===== src/common/pio_consts.svh =====
`ifndef PIO_CONSTS_SVH
`define PIO_CONSTS_SVH
// ----------------------------------------------------------------
// widths of the three ports
// ----------------------------------------------------------------
`define PIO_PA_W 13
`define PIO_PB_W 12
`define PIO_PN_W 8
`define PIO_RAW_W 33
// ----------------------------------------------------------------
// offsets of each port inside the synchroniser vector
// ----------------------------------------------------------------
`define PIO_RAW_PA_LSB 0
`define PIO_RAW_PB_LSB 13
`define PIO_RAW_PN_LSB 25
// ----------------------------------------------------------------
// implemented register bits, reserved bits stay zero
// ----------------------------------------------------------------
`define PIO_PA_FUNC_MASK 16'h17FF
`define PIO_PA_DIR_MASK 16'h1FFF
`define PIO_PA_PIN_MASK 16'h17FF
`define PIO_PB_FUNC_MASK 16'h00E8
`define PIO_PB_DIR_MASK 16'h0FFF
`define PIO_PB_PIN_MASK 16'h0FE8
`define PIO_PN_MASK 16'hFF00
// ----------------------------------------------------------------
// reset values
// ----------------------------------------------------------------
`define PIO_PA_FUNC_RST 16'h0000
`define PIO_PA_DIR_RST 16'h0000
`define PIO_PB_FUNC_RST 16'h0080
`define PIO_PB_DIR_RST 16'h0000
`define PIO_PN_DIR_RST_SAFE 16'h0000
`define PIO_VAL_RST 16'h0000
// ----------------------------------------------------------------
// bit positions with dedicated uses
// ----------------------------------------------------------------
`define PIO_PA_RX_CLOCK_BIT 2
`define PIO_PA_TX_CLOCK_BIT 3
`define PIO_PA_CP_RX_BIT 8
`define PIO_PA_CP_TX_BIT 9
`define PIO_PA_CP_CLOCK_BIT 10
`define PIO_PA_STRAP_BIT 12
`define PIO_PB_TIMER_ONE_BIT 3
`define PIO_PB_TIMER_TWO_IN_BIT 5
`define PIO_PB_TIMER_TWO_OUT_BIT 6
`define PIO_PB_WATCHDOG_BIT 7
`define PIO_PB_LINE_EIGHT_BIT 8
`define PIO_PB_IRQ_LSB 8
`define PIO_PB_IRQ_W 4
`define PIO_PN_LSB 8
`endif


===== src/common/pio_pkg.sv =====
// ----------------------------------------------------------------
// register selection codes for the write port
// ----------------------------------------------------------------
package pio_pkg;
   typedef enum logic [2:0] {
      PIO_REG_PA_FUNC,
      PIO_REG_PA_DIR,
      PIO_REG_PA_VAL,
      PIO_REG_PB_FUNC,
      PIO_REG_PB_DIR,
      PIO_REG_PB_VAL,
      PIO_REG_PN_DIR,
      PIO_REG_PN_VAL
   } pio_reg_t;
   typedef logic [15:0] pio_word_t;
endpackage : pio_pkg


===== src/common/pio_sync_if.sv =====
`timescale 1ns/1ns
`default_nettype none
`include "pio_consts.svh"
// ----------------------------------------------------------------
// raw pin levels in, synchronised levels out
// ----------------------------------------------------------------
interface pio_sync_if;
   logic [`PIO_RAW_W-1:0] raw; // pin levels as seen at the pads
   logic [`PIO_RAW_W-1:0] sync; // levels after two flip-flops
   modport syncer (input raw, output sync);
   modport user (output raw, input sync);
endinterface : pio_sync_if
`default_nettype wire


===== src/pio_sync.sv =====
`timescale 1ns/1ns
`default_nettype none
`include "pio_consts.svh"
// ----------------------------------------------------------------
// two flip-flop synchroniser for every input pin
// ----------------------------------------------------------------
module pio_sync (
   input wire logic MCLK, // system clock
   input wire logic ARST_N, // asynchronous reset, active low
   pio_sync_if.syncer pins // raw in, synchronised out
);
   logic [`PIO_RAW_W-1:0] meta_reg; // first stage, read only by second
   logic [`PIO_RAW_W-1:0] sync_reg; // second stage, safe to use

   // first stage feeds nothing but the second stage
   always_ff @(posedge MCLK or negedge ARST_N) begin
      if (!ARST_N) begin
         meta_reg <= '0;
         sync_reg <= '0;
      end else begin
         meta_reg <= pins.raw;
         sync_reg <= meta_reg;
      end
   end

   assign pins.sync = sync_reg;
endmodule : pio_sync
`default_nettype wire


===== src/pio_edge.sv =====
`timescale 1ns/1ns
`default_nettype none
`include "pio_consts.svh"
// ----------------------------------------------------------------
// falling edge detector for the interrupt capable lines
// ----------------------------------------------------------------
module pio_edge (
   input wire logic MCLK, // system clock
   input wire logic ARST_N, // asynchronous reset, active low
   input wire logic [`PIO_PB_IRQ_W-1:0] level, // synchronised levels
   input wire logic [`PIO_PB_IRQ_W-1:0] enable, // line may raise request
   output logic [`PIO_PB_IRQ_W-1:0] request // one clock pulse per edge
);
   logic [`PIO_PB_IRQ_W-1:0] prev_reg; // level one clock ago
   logic [`PIO_PB_IRQ_W-1:0] req_reg; // registered request pulses
   logic [`PIO_PB_IRQ_W-1:0] req_next; // high then low, enabled lines
   // low reset value: a pin already high at release gives no edge
   assign req_next = prev_reg & ~level & enable;

   // history and pulse registers
   always_ff @(posedge MCLK or negedge ARST_N) begin
      if (!ARST_N) begin
         prev_reg <= '0;
         req_reg <= '0;
      end else begin
         prev_reg <= level;
         req_reg <= req_next;
      end
   end

   assign request = req_reg;
endmodule : pio_edge
`default_nettype wire


===== src/pio_ports.sv =====
`timescale 1ns/1ns
`default_nettype none
`include "pio_consts.svh"
module pio_ports
   import pio_pkg::*;
(
   input wire logic MCLK, // system clock, 50 MHz
   input wire logic ARST_N, // total system reset, active low
   input wire logic WR_EN, // one clock register write strobe
   input wire logic [2:0] WR_SEL, // register picked by the write
   input wire logic [15:0] WR_DATA, // write data
   output logic [15:0] PA_RD, // port A value readback
   output logic [15:0] PB_RD, // port B value readback
   output logic [15:0] PN_RD, // port N value readback
   output logic [15:0] PA_FUNC_RD, // port A function select readback
   output logic [15:0] PA_DIR_RD, // port A direction readback
   output logic [15:0] PB_FUNC_RD, // port B function select readback
   output logic [15:0] PB_DIR_RD, // port B direction readback
   output logic [15:0] PN_DIR_RD, // port N direction readback
   input wire logic [12:0] PA_PIN_I, // port A pad levels
   output logic [12:0] PA_PIN_O, // port A pad drive levels
   output logic [12:0] PA_PIN_OE, // port A pad drive enables
   input wire logic [12:0] PA_PERIPH_O, // serial peripherals drive
   input wire logic [12:0] PA_PERIPH_OE, // serial peripherals enables
   output logic [12:0] PA_PERIPH_I, // levels to serial peripherals
   input wire logic [11:0] PB_PIN_I, // port B pad levels
   output logic [11:0] PB_PIN_O, // port B pad drive levels
   output logic [11:0] PB_PIN_OE, // port B pad drive enables
   input wire logic TIMER_TWO_OUTPUT, // timer two output level
   input wire logic WATCHDOG_OUT_N, // watchdog event, active low
   output logic TIMER_ONE_INPUT, // level to timer one
   output logic TIMER_TWO_INPUT, // level to timer two
   input wire logic REFRESH_SELECT, // line eight used for refresh
   output logic REFRESH_REQ, // refresh request level
   input wire logic PERIODIC_TICK_ENABLE, // tick timer running
   output logic [3:0] PB_IRQ, // line 8-11 request pulses
   input wire logic [7:0] PN_PIN_I, // port N pad levels
   output logic [7:0] PN_PIN_O, // port N pad drive levels
   output logic [7:0] PN_PIN_OE, // port N pad drive enables
   input wire logic BUS_WIDTH_SELECT, // zero means narrow bus mode
   output logic CLOCK_MODE_STRAP // strap level caught at release
);
   // ----------------------------------------------------------------
   // read mux shared by all three ports
   // ----------------------------------------------------------------
   // outputs return the stored bit, inputs the pin, absent inputs zero
   function automatic logic [15:0] pio_read(
      input logic [15:0] dir,
      input logic [15:0] val,
      input logic [15:0] pin,
      input logic [15:0] present
   );
      pio_read = (dir & val) | (~dir & pin & present);
   endfunction : pio_read

   // ----------------------------------------------------------------
   // input synchronisation
   // ----------------------------------------------------------------
   pio_sync_if sync_bus (); // carrier for raw and synced pins
   assign sync_bus.raw = {PN_PIN_I, PB_PIN_I, PA_PIN_I};

   pio_sync u_sync (
      .MCLK (MCLK),
      .ARST_N (ARST_N),
      .pins (sync_bus.syncer)
   );

   logic [15:0] pa_sync; // port A synchronised, widened
   logic [15:0] pb_sync; // port B synchronised, widened
   logic [15:0] pn_sync; // port N synchronised, upper byte
   assign pa_sync = {3'h0,
      sync_bus.sync[`PIO_RAW_PA_LSB +: `PIO_PA_W]};
   assign pb_sync = {4'h0,
      sync_bus.sync[`PIO_RAW_PB_LSB +: `PIO_PB_W]};
   assign pn_sync = {sync_bus.sync[`PIO_RAW_PN_LSB +: `PIO_PN_W],
      8'h00};

   // ----------------------------------------------------------------
   // configuration and value registers
   // ----------------------------------------------------------------
   pio_word_t pa_func_reg, pa_func_next; // port A function select
   pio_word_t pa_dir_reg, pa_dir_next; // port A direction
   pio_word_t pa_val_reg, pa_val_next; // port A stored value
   pio_word_t pb_func_reg, pb_func_next; // port B function select
   pio_word_t pb_dir_reg, pb_dir_next; // port B direction
   pio_word_t pb_val_reg, pb_val_next; // port B stored value
   pio_word_t pn_dir_reg, pn_dir_next; // port N direction
   pio_word_t pn_val_reg, pn_val_next; // port N stored value

   logic [7:0] wr_hit; // one-hot decode of the write
   assign wr_hit = WR_EN ? (8'h01 << WR_SEL) : 8'h00;

   // masking on write keeps reserved bits at zero for every read
   assign pa_func_next = wr_hit[PIO_REG_PA_FUNC] ?
      (WR_DATA & `PIO_PA_FUNC_MASK) : pa_func_reg;
   assign pa_dir_next = wr_hit[PIO_REG_PA_DIR] ?
      (WR_DATA & `PIO_PA_DIR_MASK) : pa_dir_reg;
   assign pa_val_next = wr_hit[PIO_REG_PA_VAL] ?
      (WR_DATA & `PIO_PA_DIR_MASK) : pa_val_reg;
   // no select bits above line seven: lines 9-11 stay general, line eight leaves only for REFRESH_SELECT
   assign pb_func_next = wr_hit[PIO_REG_PB_FUNC] ?
      (WR_DATA & `PIO_PB_FUNC_MASK) : pb_func_reg;
   assign pb_dir_next = wr_hit[PIO_REG_PB_DIR] ?
      (WR_DATA & `PIO_PB_DIR_MASK) : pb_dir_reg;
   assign pb_val_next = wr_hit[PIO_REG_PB_VAL] ?
      (WR_DATA & `PIO_PB_DIR_MASK) : pb_val_reg;
   assign pn_dir_next = wr_hit[PIO_REG_PN_DIR] ?
      (WR_DATA & `PIO_PN_MASK) : pn_dir_reg;
   assign pn_val_next = wr_hit[PIO_REG_PN_VAL] ?
      (WR_DATA & `PIO_PN_MASK) : pn_val_reg;

   // port A registers, all cleared: every pin a general input
   always_ff @(posedge MCLK or negedge ARST_N) begin
      if (!ARST_N) begin
         pa_func_reg <= `PIO_PA_FUNC_RST;
         pa_dir_reg <= `PIO_PA_DIR_RST;
         pa_val_reg <= `PIO_VAL_RST;
      end else begin
         pa_func_reg <= pa_func_next;
         pa_dir_reg <= pa_dir_next;
         pa_val_reg <= pa_val_next;
      end
   end

   // port B registers, line seven starts as the watchdog
   always_ff @(posedge MCLK or negedge ARST_N) begin
      if (!ARST_N) begin
         pb_func_reg <= `PIO_PB_FUNC_RST;
         pb_dir_reg <= `PIO_PB_DIR_RST;
         pb_val_reg <= `PIO_VAL_RST;
      end else begin
         pb_func_reg <= pb_func_next;
         pb_dir_reg <= pb_dir_next;
         pb_val_reg <= pb_val_next;
      end
   end

   // port N registers
   always_ff @(posedge MCLK or negedge ARST_N) begin
      if (!ARST_N) begin
         pn_dir_reg <= `PIO_PN_DIR_RST_SAFE;
         pn_val_reg <= `PIO_VAL_RST;
      end else begin
         pn_dir_reg <= pn_dir_next;
         pn_val_reg <= pn_val_next;
      end
   end

   // ----------------------------------------------------------------
   // port A pad drive
   // ----------------------------------------------------------------
   logic [12:0] pa_gp_oe; // general output enables
   logic [12:0] pa_o_next; // pad level choice
   logic [12:0] pa_oe_next; // pad enable choice
   assign pa_gp_oe = pa_dir_reg[12:0] & 13'(`PIO_PA_PIN_MASK);
   // function bit hands the pad to the serial peripheral
   assign pa_o_next = (pa_func_reg[12:0] & PA_PERIPH_O) |
      (~pa_func_reg[12:0] & pa_val_reg[12:0]);
   assign pa_oe_next = (pa_func_reg[12:0] & PA_PERIPH_OE) |
      (~pa_func_reg[12:0] & pa_gp_oe);

   // ----------------------------------------------------------------
   // port A peripheral inputs
   // ----------------------------------------------------------------
   logic [12:0] pa_per_next; // level each peripheral input sees
   always_comb begin
      // general use ties the peripheral input low
      pa_per_next = pa_func_reg[12:0] & pa_sync[12:0];
      // line three general: the line two pad level then feeds the transmit clock input
      if (!pa_func_reg[`PIO_PA_TX_CLOCK_BIT]) begin
         pa_per_next[`PIO_PA_TX_CLOCK_BIT] =
            pa_sync[`PIO_PA_RX_CLOCK_BIT];
      end
   end

   // ----------------------------------------------------------------
   // port B pad drive and peripheral inputs
   // ----------------------------------------------------------------
   logic [11:0] pb_o_next; // pad level choice
   logic [11:0] pb_oe_next; // pad enable choice
   always_comb begin
      // general use first, absent positions never drive
      pb_o_next = pb_val_reg[11:0];
      pb_oe_next = pb_dir_reg[11:0] & 12'(`PIO_PB_PIN_MASK);
      // timer inputs take the pad as input only
      if (pb_func_reg[`PIO_PB_TIMER_ONE_BIT]) begin
         pb_oe_next[`PIO_PB_TIMER_ONE_BIT] = 1'b0;
      end
      if (pb_func_reg[`PIO_PB_TIMER_TWO_IN_BIT]) begin
         pb_oe_next[`PIO_PB_TIMER_TWO_IN_BIT] = 1'b0;
      end
      // timer two output drives push-pull
      if (pb_func_reg[`PIO_PB_TIMER_TWO_OUT_BIT]) begin
         pb_o_next[`PIO_PB_TIMER_TWO_OUT_BIT] = TIMER_TWO_OUTPUT;
         pb_oe_next[`PIO_PB_TIMER_TWO_OUT_BIT] = 1'b1;
      end
      // watchdog is open drain: only ever pulls the line low
      if (pb_func_reg[`PIO_PB_WATCHDOG_BIT]) begin
         pb_o_next[`PIO_PB_WATCHDOG_BIT] = 1'b0;
         pb_oe_next[`PIO_PB_WATCHDOG_BIT] = ~WATCHDOG_OUT_N;
      end
      // refresh use turns line eight into an input
      if (REFRESH_SELECT) begin
         pb_oe_next[`PIO_PB_LINE_EIGHT_BIT] = 1'b0;
      end
   end

   logic timer_one_next; // timer one input choice
   logic timer_two_next; // timer two input choice
   logic refresh_next; // refresh request choice
   assign timer_one_next = pb_func_reg[`PIO_PB_TIMER_ONE_BIT] &
      pb_sync[`PIO_PB_TIMER_ONE_BIT];
   assign timer_two_next = pb_func_reg[`PIO_PB_TIMER_TWO_IN_BIT] &
      pb_sync[`PIO_PB_TIMER_TWO_IN_BIT];
   assign refresh_next = REFRESH_SELECT &
      pb_sync[`PIO_PB_LINE_EIGHT_BIT];

   // ----------------------------------------------------------------
   // port N pad drive
   // ----------------------------------------------------------------
   logic pn_live; // port N pins exist in narrow mode
   logic [7:0] pn_oe_next; // pad enable choice
   assign pn_live = ~BUS_WIDTH_SELECT;
   // wide mode gives the pads to the data bus, so never drive them
   assign pn_oe_next = pn_live ? pn_dir_reg[15:8] : 8'h00;

   // ----------------------------------------------------------------
   // read values
   // ----------------------------------------------------------------
   pio_word_t pa_rd_next; // port A readback
   pio_word_t pb_rd_next; // port B readback
   pio_word_t pn_rd_next; // port N readback
   assign pa_rd_next = pio_read(pa_dir_reg, pa_val_reg, pa_sync,
      `PIO_PA_PIN_MASK);
   assign pb_rd_next = pio_read(pb_dir_reg, pb_val_reg, pb_sync,
      `PIO_PB_PIN_MASK);
   assign pn_rd_next = pn_live ? pio_read(pn_dir_reg, pn_val_reg,
      pn_sync, `PIO_PN_MASK) : 16'h0000;

   // ----------------------------------------------------------------
   // output registers
   // ----------------------------------------------------------------
   // everything leaves through flops; a pad change lags one clock
   always_ff @(posedge MCLK or negedge ARST_N) begin
      if (!ARST_N) begin
         PA_PIN_O <= 13'h0000;
         PA_PIN_OE <= 13'h0000;
         PA_PERIPH_I <= 13'h0000;
         PB_PIN_O <= 12'h000;
         PB_PIN_OE <= 12'h000;
         PN_PIN_O <= 8'h00;
         PN_PIN_OE <= 8'h00;
         TIMER_ONE_INPUT <= 1'b0;
         TIMER_TWO_INPUT <= 1'b0;
         REFRESH_REQ <= 1'b0;
      end else begin
         PA_PIN_O <= pa_o_next;
         PA_PIN_OE <= pa_oe_next;
         PA_PERIPH_I <= pa_per_next;
         PB_PIN_O <= pb_o_next;
         PB_PIN_OE <= pb_oe_next;
         PN_PIN_O <= pn_val_reg[15:8];
         PN_PIN_OE <= pn_oe_next;
         TIMER_ONE_INPUT <= timer_one_next;
         TIMER_TWO_INPUT <= timer_two_next;
         REFRESH_REQ <= refresh_next;
      end
   end

   // readback registers
   always_ff @(posedge MCLK or negedge ARST_N) begin
      if (!ARST_N) begin
         PA_RD <= 16'h0000;
         PB_RD <= 16'h0000;
         PN_RD <= 16'h0000;
      end else begin
         PA_RD <= pa_rd_next;
         PB_RD <= pb_rd_next;
         PN_RD <= pn_rd_next;
      end
   end

   // configuration readback straight from the stored registers
   assign PA_FUNC_RD = pa_func_reg;
   assign PA_DIR_RD = pa_dir_reg;
   assign PB_FUNC_RD = pb_func_reg;
   assign PB_DIR_RD = pb_dir_reg;
   assign PN_DIR_RD = pn_dir_reg;

   // ----------------------------------------------------------------
   // clock mode strap on port A line twelve
   // ----------------------------------------------------------------
   logic strap_done_reg; // strap already taken
   logic strap_reg; // captured strap level
   // caught on the first edge after release, then the pin is general;
   // taken from the pad, as the synchronised copy still holds its
   // reset zero at that edge and would always read low
   always_ff @(posedge MCLK or negedge ARST_N) begin
      if (!ARST_N) begin
         strap_done_reg <= 1'b0;
         strap_reg <= 1'b0;
      end else if (!strap_done_reg) begin
         strap_done_reg <= 1'b1;
         strap_reg <= PA_PIN_I[`PIO_PA_STRAP_BIT];
      end
   end
   assign CLOCK_MODE_STRAP = strap_reg;

   // ----------------------------------------------------------------
   // interrupt requests from lines 8-11
   // ----------------------------------------------------------------
   logic [3:0] irq_en; // lines allowed to request
   // tick timer owns the line eight slot; refresh use also silences it
   assign irq_en = ~pb_dir_reg[`PIO_PB_IRQ_LSB +: `PIO_PB_IRQ_W] &
      {3'h7, ~(PERIODIC_TICK_ENABLE | REFRESH_SELECT)};

   pio_edge u_edge (
      .MCLK (MCLK),
      .ARST_N (ARST_N),
      .level (pb_sync[`PIO_PB_IRQ_LSB +: `PIO_PB_IRQ_W]),
      .enable (irq_en),
      .request (PB_IRQ)
   );
endmodule : pio_ports
`default_nettype wire


===== config.mk =====
export PLATFORM = sky130hd
export DESIGN_NAME = pio_ports
export DESIGN_NICKNAME = d
export VERILOG_FILES = /design/src/common/pio_pkg.sv /design/src/common/pio_sync_if.sv /design/src/pio_sync.sv /design/src/pio_edge.sv /design/src/pio_ports.sv
export VERILOG_INCLUDE_DIRS = /design/src /design/src/common
export SDC_FILE = /design/constraint.sdc
export NUM_CORES = 1
export LEC_CHECK = 0
export BUFFER_PORTS_ARGS = -buffer_cell sky130_fd_sc_hd__buf_2
export CORE_ASPECT_RATIO = 1.1
export CORE_MARGIN = 1
export CORE_UTILIZATION = 50
export DETAILED_ROUTE_END_ITERATION = 12
export HOLD_SLACK_MARGIN = 0.15
export PLACE_DENSITY = 0.91
export SLEW_MARGIN = 0
export SYNTH_ARGS = -nofsm -noshare
export SYNTH_HDL_FRONTEND = slang
export SYNTH_SLANG_ARGS = --single-unit

===== constraint.sdc =====
create_clock -name MCLK -period 1.2 [get_ports MCLK]
set_clock_uncertainty 0.15 [all_clocks]
set_input_delay 0.24 -clock MCLK [delete_from_list [all_inputs] [get_ports MCLK]]
set_output_delay 0.24 -clock MCLK [all_outputs]
set_load 0.02 [all_outputs]

## Yosys cells after proc, flatten, opt, wreduce, memory -nomap -nowiden

Index checks and enable logic that the tools add are counted.

- Shifts and indexed selects: 1
- Bitwise logic cells: 31
- Multiplexer cells: 11

Operators with widths:

| operator | count |
|---|---|
| AND 13 bit | 7 |
| bitwise OR 13 bit | 3 |
| AND 16 bit | 2 |
| inverter 13 bit | 2 |
| AND 12 bit | 2 |
| two-way mux 16 bit | 1 |
| two-way mux 8 bit | 2 |
| inverter 16 bit | 1 |
| bitwise OR 16 bit | 1 |
| AND 4 bit | 3 |
| inverter 12 bit | 1 |
| bitwise OR 12 bit | 1 |
| two-way mux 1 bit | 8 |
| inverter 4 bit | 2 |
| << shifter 1 x 3 -> 8 bit, first input constant | 1 |
| AND 1 bit | 3 |
| inverter 1 bit | 2 |
| bitwise OR 1 bit | 1 |

- Flip-flop bits (word level): 277
- Bits of input ports: 86
- Output and inout port bits: 215
- Word-level logic and storage cells: 70

## Logic depth before layout (Yosys ltp)

Gate-level depths: netlist (run 1).

- Depth in word-level cells: 4
- Gate-level depth with buffers: 4
- Gate-level depth less buffers: 2

## Modules after synthesis

A second synthesis (run 1) with hierarchy kept.

- Cell total of the unflattened synthesis: 529
- Area total of the unflattened synthesis: 9185.1 sq um

By module, submodules not included:

| module | seq. area each (sq um) | cells an instance | area an instance (sq um) | times used |
|---|---|---|---|---|
| pio_ports | 4830.9 | 451 | 7298.2 | 1 |
| pio_sync | 1651.6 | 66 | 1651.6 | 1 |
| pio_edge | 200.2 | 12 | 235.2 | 1 |

## Worst setup path before layout (run 1)

OpenSTA, ideal clock, no wires.

- Path type: input to register
- From: input port WR_SEL[1]
- To: register pa_dir_reg[10], in the netlist PA_DIR_RD[10]
- Path buffers: 2
- Arrival time: 1202 ps
- Stages: 4
- Required time: 925 ps
- Slack: -277 ps
- Library setup time: 125 ps
- Cells stage by stage: buf_4 -> and4bb_4 -> buf_6 -> mux2_2

- Word-level cells in the longest chain between the ends: 2

RTL lines:

| what | line | source |
|---|---|---|
| start, declared | pio_ports.sv:10 | `input wire logic [2:0] WR_SEL,` |
| << shifter 1 x 3 -> 8 bit | pio_ports.sv:91 | `assign wr_hit = WR_EN ? (8'h01 << WR_SEL) : 8'h00;` |
| two-way mux 8 bit | pio_ports.sv:91 |  |
| end signal, assigned | pio_ports.sv:116 | `` pa_dir_reg <= `PIO_PA_DIR_RST; `` |
| end signal, assigned | pio_ports.sv:120 | `pa_dir_reg <= pa_dir_next;` |
| end, declared | pio_ports.sv:82 | `pio_word_t pa_dir_reg, pa_dir_next;` |

No other way between the ends.
A chain may end at the register's enable or synchronous reset.

## Worst setup path after layout (run 1)

- From: register pb_func_reg[7], in the netlist PB_FUNC_RD[7]
- To: output port PB_FUNC_RD[7]

RTL lines:

| what | line | source |
|---|---|---|
| start, declared | pio_ports.sv:84 | `pio_word_t pb_func_reg, pb_func_next;` |
| start signal, assigned | pio_ports.sv:128 | `` pb_func_reg <= `PIO_PB_FUNC_RST; `` |
| start signal, assigned | pio_ports.sv:132 | `pb_func_reg <= pb_func_next;` |
| end, declared | pio_ports.sv:17 | `output logic [15:0] PB_FUNC_RD,` |

No word-level cell between the ends.

==> results.json, run 1 <==
{
  "status": "finished with violations",
  "violations": "negative setup slack",
  "placementRows": 50,
  "hold_buffers": 74,
  "n_fill_cell": 855,
  "placed_cell_area_um2": 10600,
  "leakage_nw": 6.62,
  "syn_to_final_growth_pct": 53.3,
  "antenna_found_initial": 0,
  "track_usage": 0.281,
  "overflow": 0,
  "worst_setup_path_start_kind": "flop",
  "place.gp.congestion": 0.756,
  "htreeDepth": 1,
  "maxCapViolCount": 0,
  "setup_slack_ns": -0.346,
  "mostFrequentLayoutCells": "247 x dfrtp_1, 176 x buf_6, 85 x mux2_2",
  "setup_viol": 172,
  "fmax_mhz": 647,
  "syn_area_per_cell_um2": 17.3,
  "critPathArrivalTime_ns": 1.16,
  "synth_cell_types": 26,
  "grt_start_max_net_pins": 38,
  "critical_path_required_ns": 0.81,
  "drt_iter0_markers": 233,
  "slew_violations": 0,
  "crit_chain": "buf_6",
  "die_area_um2": 18400,
  "wl_per_cell_um": 21.8,
  "syn_area_um2": 8920,
  "die_h_um": 142,
  "critPathTopFamily": "flip-flops",
  "hp-class": "primary input to async pin",
  "place_ws_ns": -0.373,
  "core_area_um2": 17300,
  "rsz0062_at_grt": "yes",
  "ios": 301,
  "hpwl_um": 13100,
  "synth_warnings": 0,
  "timing.final.crit_share": 1.29,
  "grt_pass1_vias": 6462,
  "cts-root-buf": "clkbuf_16",
  "stdcell_count": 1183,
  "placed_cells": 1006,
  "crit_buf_inv": 1,
  "use_met2": 0.503,
  "ys_seq_area_frac": 0.721,
  "ys_seq_elements": 257,
  "worstSetupPathType": "flop to primary output",
  "busiest_layer": "met2",
  "period_needed_ns": 1.55,
  "vias": 5819,
  "antenna_left": 0,
  "drt-vias-per-instance": 4.92,
  "met1_usage": 0.330,
  "final_util": 0.792,
  "critical_path.max_stage_delay_ns": 0.54,
  "diodes": 0,
  "ir_drop_uv": 1400,
  "cts_tree": "done",
  "initial_utilization": 0.517,
  "yosysTopAreaCellShare": 0.718,
  "io_buffers": 241,
  "drc": 0,
  "netlist_instances": 516,
  "cts_buffer_depth": 3,
  "die_w_um": 129,
  "yosys.area.top_type": "dfrtp_1",
  "nNetsFinal": 1016,
  "power_density_nw_per_um2": 1980,
  "finalHoldViolations": 0,
  "slowest_stage": "dfstp_2",
  "path_max_fanout": 2,
  "final_area_um2": 13700,
  "grt_pass1_wl_um": 38000,
  "clock-sinks": 257,
  "path_clk_slew_ns": 0.07,
  "grtUsageMet3": 0.0669,
  "yosys-top-cells-area": "dfrtp_1 72%, mux2_2 15%, buf_4 4.7%",
  "cts_buffers": 25,
  "worstSkewPairLatency_ns": 0.52,
  "first_pass_iters": 4,
  "crit_path_end_kind": "primary output",
  "drive_above_1_share": 0.540,
  "finalWirelength_um": 25800,
  "final_common_cell": "dfrtp_1"
}
synthesized netlist by cell type:
cell and n:
dfrtp_1 256, mux2_2 115, buf_4 56, and2_1 20, nor2b_1 12, mux2_4 10, nor2_1 9, mux2i_1 8
buf_6 5, mux2_1 4, nor3b_1 3, and4bb_4 2, buf_2 2, conb_1 2, a21oi_1 1, and4bb_1 1
buf_8 1, clkbuf_1 1, dfstp_2 1, nand4_2 1, nand4b_1 1, nand4b_2 1, nand4b_4 1, nor4_1 1
nor4b_4 1, or2_2 1
power breakdown:
part / total, mW / leakage, nW / switching [mW] / internal, mW
Combinational: 7.61 / 3.12 / 3.46 / 4.15
Clock: 8.11 / 0.410 / 3.29 / 4.82
Sequential: 11.3 / 3.09 / 1.14 / 10.2
final timing paths:
check | startpoint | endpoint | slack (ns) | depth (start not counted)
worst max register to register | PA_DIR_RD[7] | PA_RD[7] | -0.06 | 3
worst max-delay path | PB_FUNC_RD[7] | PB_FUNC_RD[7] | -0.35 | 1
max in group asynchronous | ARST_N | PA_PIN_O[11] | 0.27 | 3
worst min register to register | u_sync.meta_reg[0] | u_sync.pins.sync[0] | 0.20 | 0
min in group MCLK | WR_EN | PB_DIR_RD[11] | 0.16 | 3
worst min-delay path | ARST_N | PA_RD[4] | 0.05 | 2
worst reg2reg max path: stages (launching register included):
cell	delay [ns]
dfrtp_1	0.42
buf_6	0.13
buf_6	0.11
mux2_4	0.30
metrics by stage:
| step | hold WS (ns) | TNS (ns) | total power [mW] |
|---|---|---|---|
| finish | 0.0535 | -37.96 | 27.0 |
| global route | 0.0598 | -43.79 | 28.0 |
| CTS | 0.0434 | -39.49 | 26.4 |
| detailed placement | -0.00512 | -25.12 | 16.1 |
| global placement | -0.00337 | -22.90 | 15.9 |
| floorplan | -0.206 | -11.51 | 14.2 |
cell families after synthesis:
kind of cell	synth area share
mux	0.176
simple gates	0.0446
buf+inv	0.0567
compound gates	0.000561
other cells	0.000842
flops	0.721
area by class of cell:
type,count,area [um2],share of cell area
clock buffers,39,728,0.0533
repair buffers,401,3780,0.277
flip-flops and latches,257,6440,0.471
well taps,234,293,0.0214
multi-input cells,245,2310,0.169
clock inverters,7,116,0.00851
per-layer routing:
layer	wire length (um)	vias to the layer above	share of wire
li1	-	2450	-
met1	9470	3014	0.37
met2	13700	301	0.53
met3	1850	54	0.072
met4	748	0	0.029
met5	0	-	0
timing repair:
item,CTS,global route
setup endpoints to repair,163,170
resized for setup,335,19
buffers inserted,48,13
hold endpoints to repair,413,21
pin swaps,0,2
Note: power is estimated with default switching activity, not from simulation.
==> run 2: changes to the inputs <==
--- a/config.mk
+++ b/config.mk
@@ -7,9 +7,11 @@
 export NUM_CORES = 1
 export LEC_CHECK = 0
 export BUFFER_PORTS_ARGS = -buffer_cell sky130_fd_sc_hd__buf_2
+export CELL_PAD_IN_SITES_DETAIL_PLACEMENT = 1
+export CELL_PAD_IN_SITES_GLOBAL_PLACEMENT = 2
 export CORE_ASPECT_RATIO = 1.1
 export CORE_MARGIN = 1
-export CORE_UTILIZATION = 50
+export CORE_UTILIZATION = 34
 export DETAILED_ROUTE_END_ITERATION = 12
 export HOLD_SLACK_MARGIN = 0.15
 export PLACE_DENSITY = 0.91
==> results.json, run 2 (synthesis results as in run 1) <==
{
  "finalWirelength_um": 29400,
  "mostFrequentLayoutCells": "226 x dfrtp_1, 168 x buf_6, 82 x mux2_2",
  "syn_to_final_growth_pct": 55.8,
  "critical_path_required_ns": 0.81,
  "n_fill_cell": 2435,
  "tns_ns": -39.74,
  "worstSkewPairLatency_ns": 0.53,
  "crit_buf_inv": 1,
  "die_w_um": 156,
  "final_util": 0.545,
  "antenna_found_initial": 4,
  "timing.final.crit_share": 1.33,
  "cts_tree": "done",
  "track_usage": 0.220,
  "first_pass_iters": 4,
  "rsz0062_at_grt": "yes",
  "critPathArrivalTime_ns": 1.20,
  "overflow": 0,
  "fmax_mhz": 627,
  "clockPowerShare": 0.311,
  "final_area_um2": 13900,
  "drc": 0,
  "critical_path.max_stage_delay_ns": 0.55,
  "cellInternalPower_mw": 19.4,
  "hp-class": "primary input to async pin",
  "r2r_start": "PA_DIR_RD[3]",
  "nNetsFinal": 1011,
  "switching_share": 0.300,
  "worst_setup_path_start_kind": "flop",
  "crit_chain": "buf_6",
  "hpwl_um": 16200,
  "die_h_um": 172,
  "hold_buffers": 74,
  "path_max_fanout": 2,
  "finalHoldViolations": 0,
  "worstReg2RegEnd": "PA_RD[3]",
  "setup_viol": 177,
  "critPathTopFamily": "flip-flops",
  "place.gp.congestion": 0.762,
  "r2r_slack_ns": -0.05,
  "drt-vias-per-instance": 4.46,
  "total_power_mw": 27.7,
  "status": "finished with violations",
  "antenna_left": 0,
  "vias": 5765,
  "power_density_nw_per_um2": 1990,
  "cts_buffer_depth": 3,
  "ir_drop_uv": 981,
  "path_clk_slew_ns": 0.07,
  "io_buffers": 241,
  "htreeDepth": 1,
  "crit_path_end_kind": "primary output",
  "r2r_cells": 3,
  "drt_iter0_markers": 255,
  "place_ws_ns": -0.371,
  "placementRows": 61,
  "grt_start_max_net_pins": 54,
  "leakage_nw": 6.62,
  "slowest_stage": "dfstp_2",
  "cts_buffers": 27,
  "cts-root-buf": "clkbuf_16",
  "placed_cell_area_um2": 10700,
  "grt_pass1_wl_um": 42600,
  "core_area_um2": 25500,
  "combPwrFrac": 0.276,
  "clock-sinks": 257,
  "wl_per_cell_um": 22.7,
  "period_needed_ns": 1.59,
  "slew_violations": 0,
  "ios": 301,
  "die_area_um2": 26900,
  "p_seq_frac": 0.413,
  "final_common_cell": "dfrtp_1",
  "initial_utilization": 0.350,
  "power_switching_mw": 8.31,
  "grt_pass1_vias": 6689,
  "worstSetupPathType": "flop to primary output",
  "maxCapViolCount": 0,
  "setup_slack_ns": -0.394,
  "violations": "negative setup slack",
  "drive_above_1_share": 0.563
}
==> run 2: power groups by stage <==
stage          clock network [mW]  registers (mW)  logic [mW]
3_3_place_gp                    0            11.3        4.77
4_1_cts                      8.70            11.4        7.29
3_5_place_dp                    0            11.4        4.93
5_1_grt                      9.15            11.5        7.99
2_1_floorplan                   0            12.4        1.76
6_report                     8.62            11.4        7.64
==> run 2: cell type report <==
cell class / count / area (um2) / area share
tap: 346 / 433 / 0.0312
timing repair buffer: 394 / 3750 / 0.270
sequential: 257 / 6470 / 0.466
clock buffer: 37 / 763 / 0.0549
clock inverter: 10 / 146 / 0.0105
antenna: 5 / 12.5 / 0.000901
multi-input combinational: 245 / 2320 / 0.167
==> run 2: how the worst max path moves through the flow <==
| stage | from | to | slack [ns] | cells after the start |
|---|---|---|---|---|
| finish | PB_FUNC_RD[7] | PB_FUNC_RD[7] | -0.39 | 1 |
| global route | PB_FUNC_RD[7] | PB_FUNC_RD[7] | -0.42 | 1 |
| CTS | PB_FUNC_RD[7] | PB_FUNC_RD[7] | -0.39 | 1 |
| detailed placement | WR_SEL[1] | PB_DIR_RD[3] | -0.37 | 4 |
| global placement | WR_SEL[2] | PA_FUNC_RD[7] | -0.34 | 4 |
| floorplan | WR_SEL[0] | PA_FUNC_RD[0] | -0.27 | 4 |
==> run 2: repair_timing <==
| action | 4_1_cts | 5_1_grt |
|---|---|---|
| endpoints found under the setup margin | 163 | 170 |
| resized for setup | 354 | 15 |
| hold endpoints to repair | 413 | 21 |
| cloned | 0 | 0 |
| setup buffers | 42 | 13 |
==> run 2: through the flow <==
step | hold WS, ns | std cells
floorplan | -0.206 | 567
global placement | -0.0405 | 1116
detailed placement | -0.0343 | 1116
CTS | 0.0166 | 1279
global route | 0.0307 | 1292
finish | 0.0241 | 1294
==> run 2: per-layer routing <==
layer | up-vias | track usage | part of all wire
met5 | - | 0 | 0
met3 | 60 | 0.0409 | 0.055
li1 | 2443 | - | -
met1 | 3012 | 0.237 | 0.36
met4 | 0 | 0.0921 | 0.035
met2 | 250 | 0.418 | 0.55
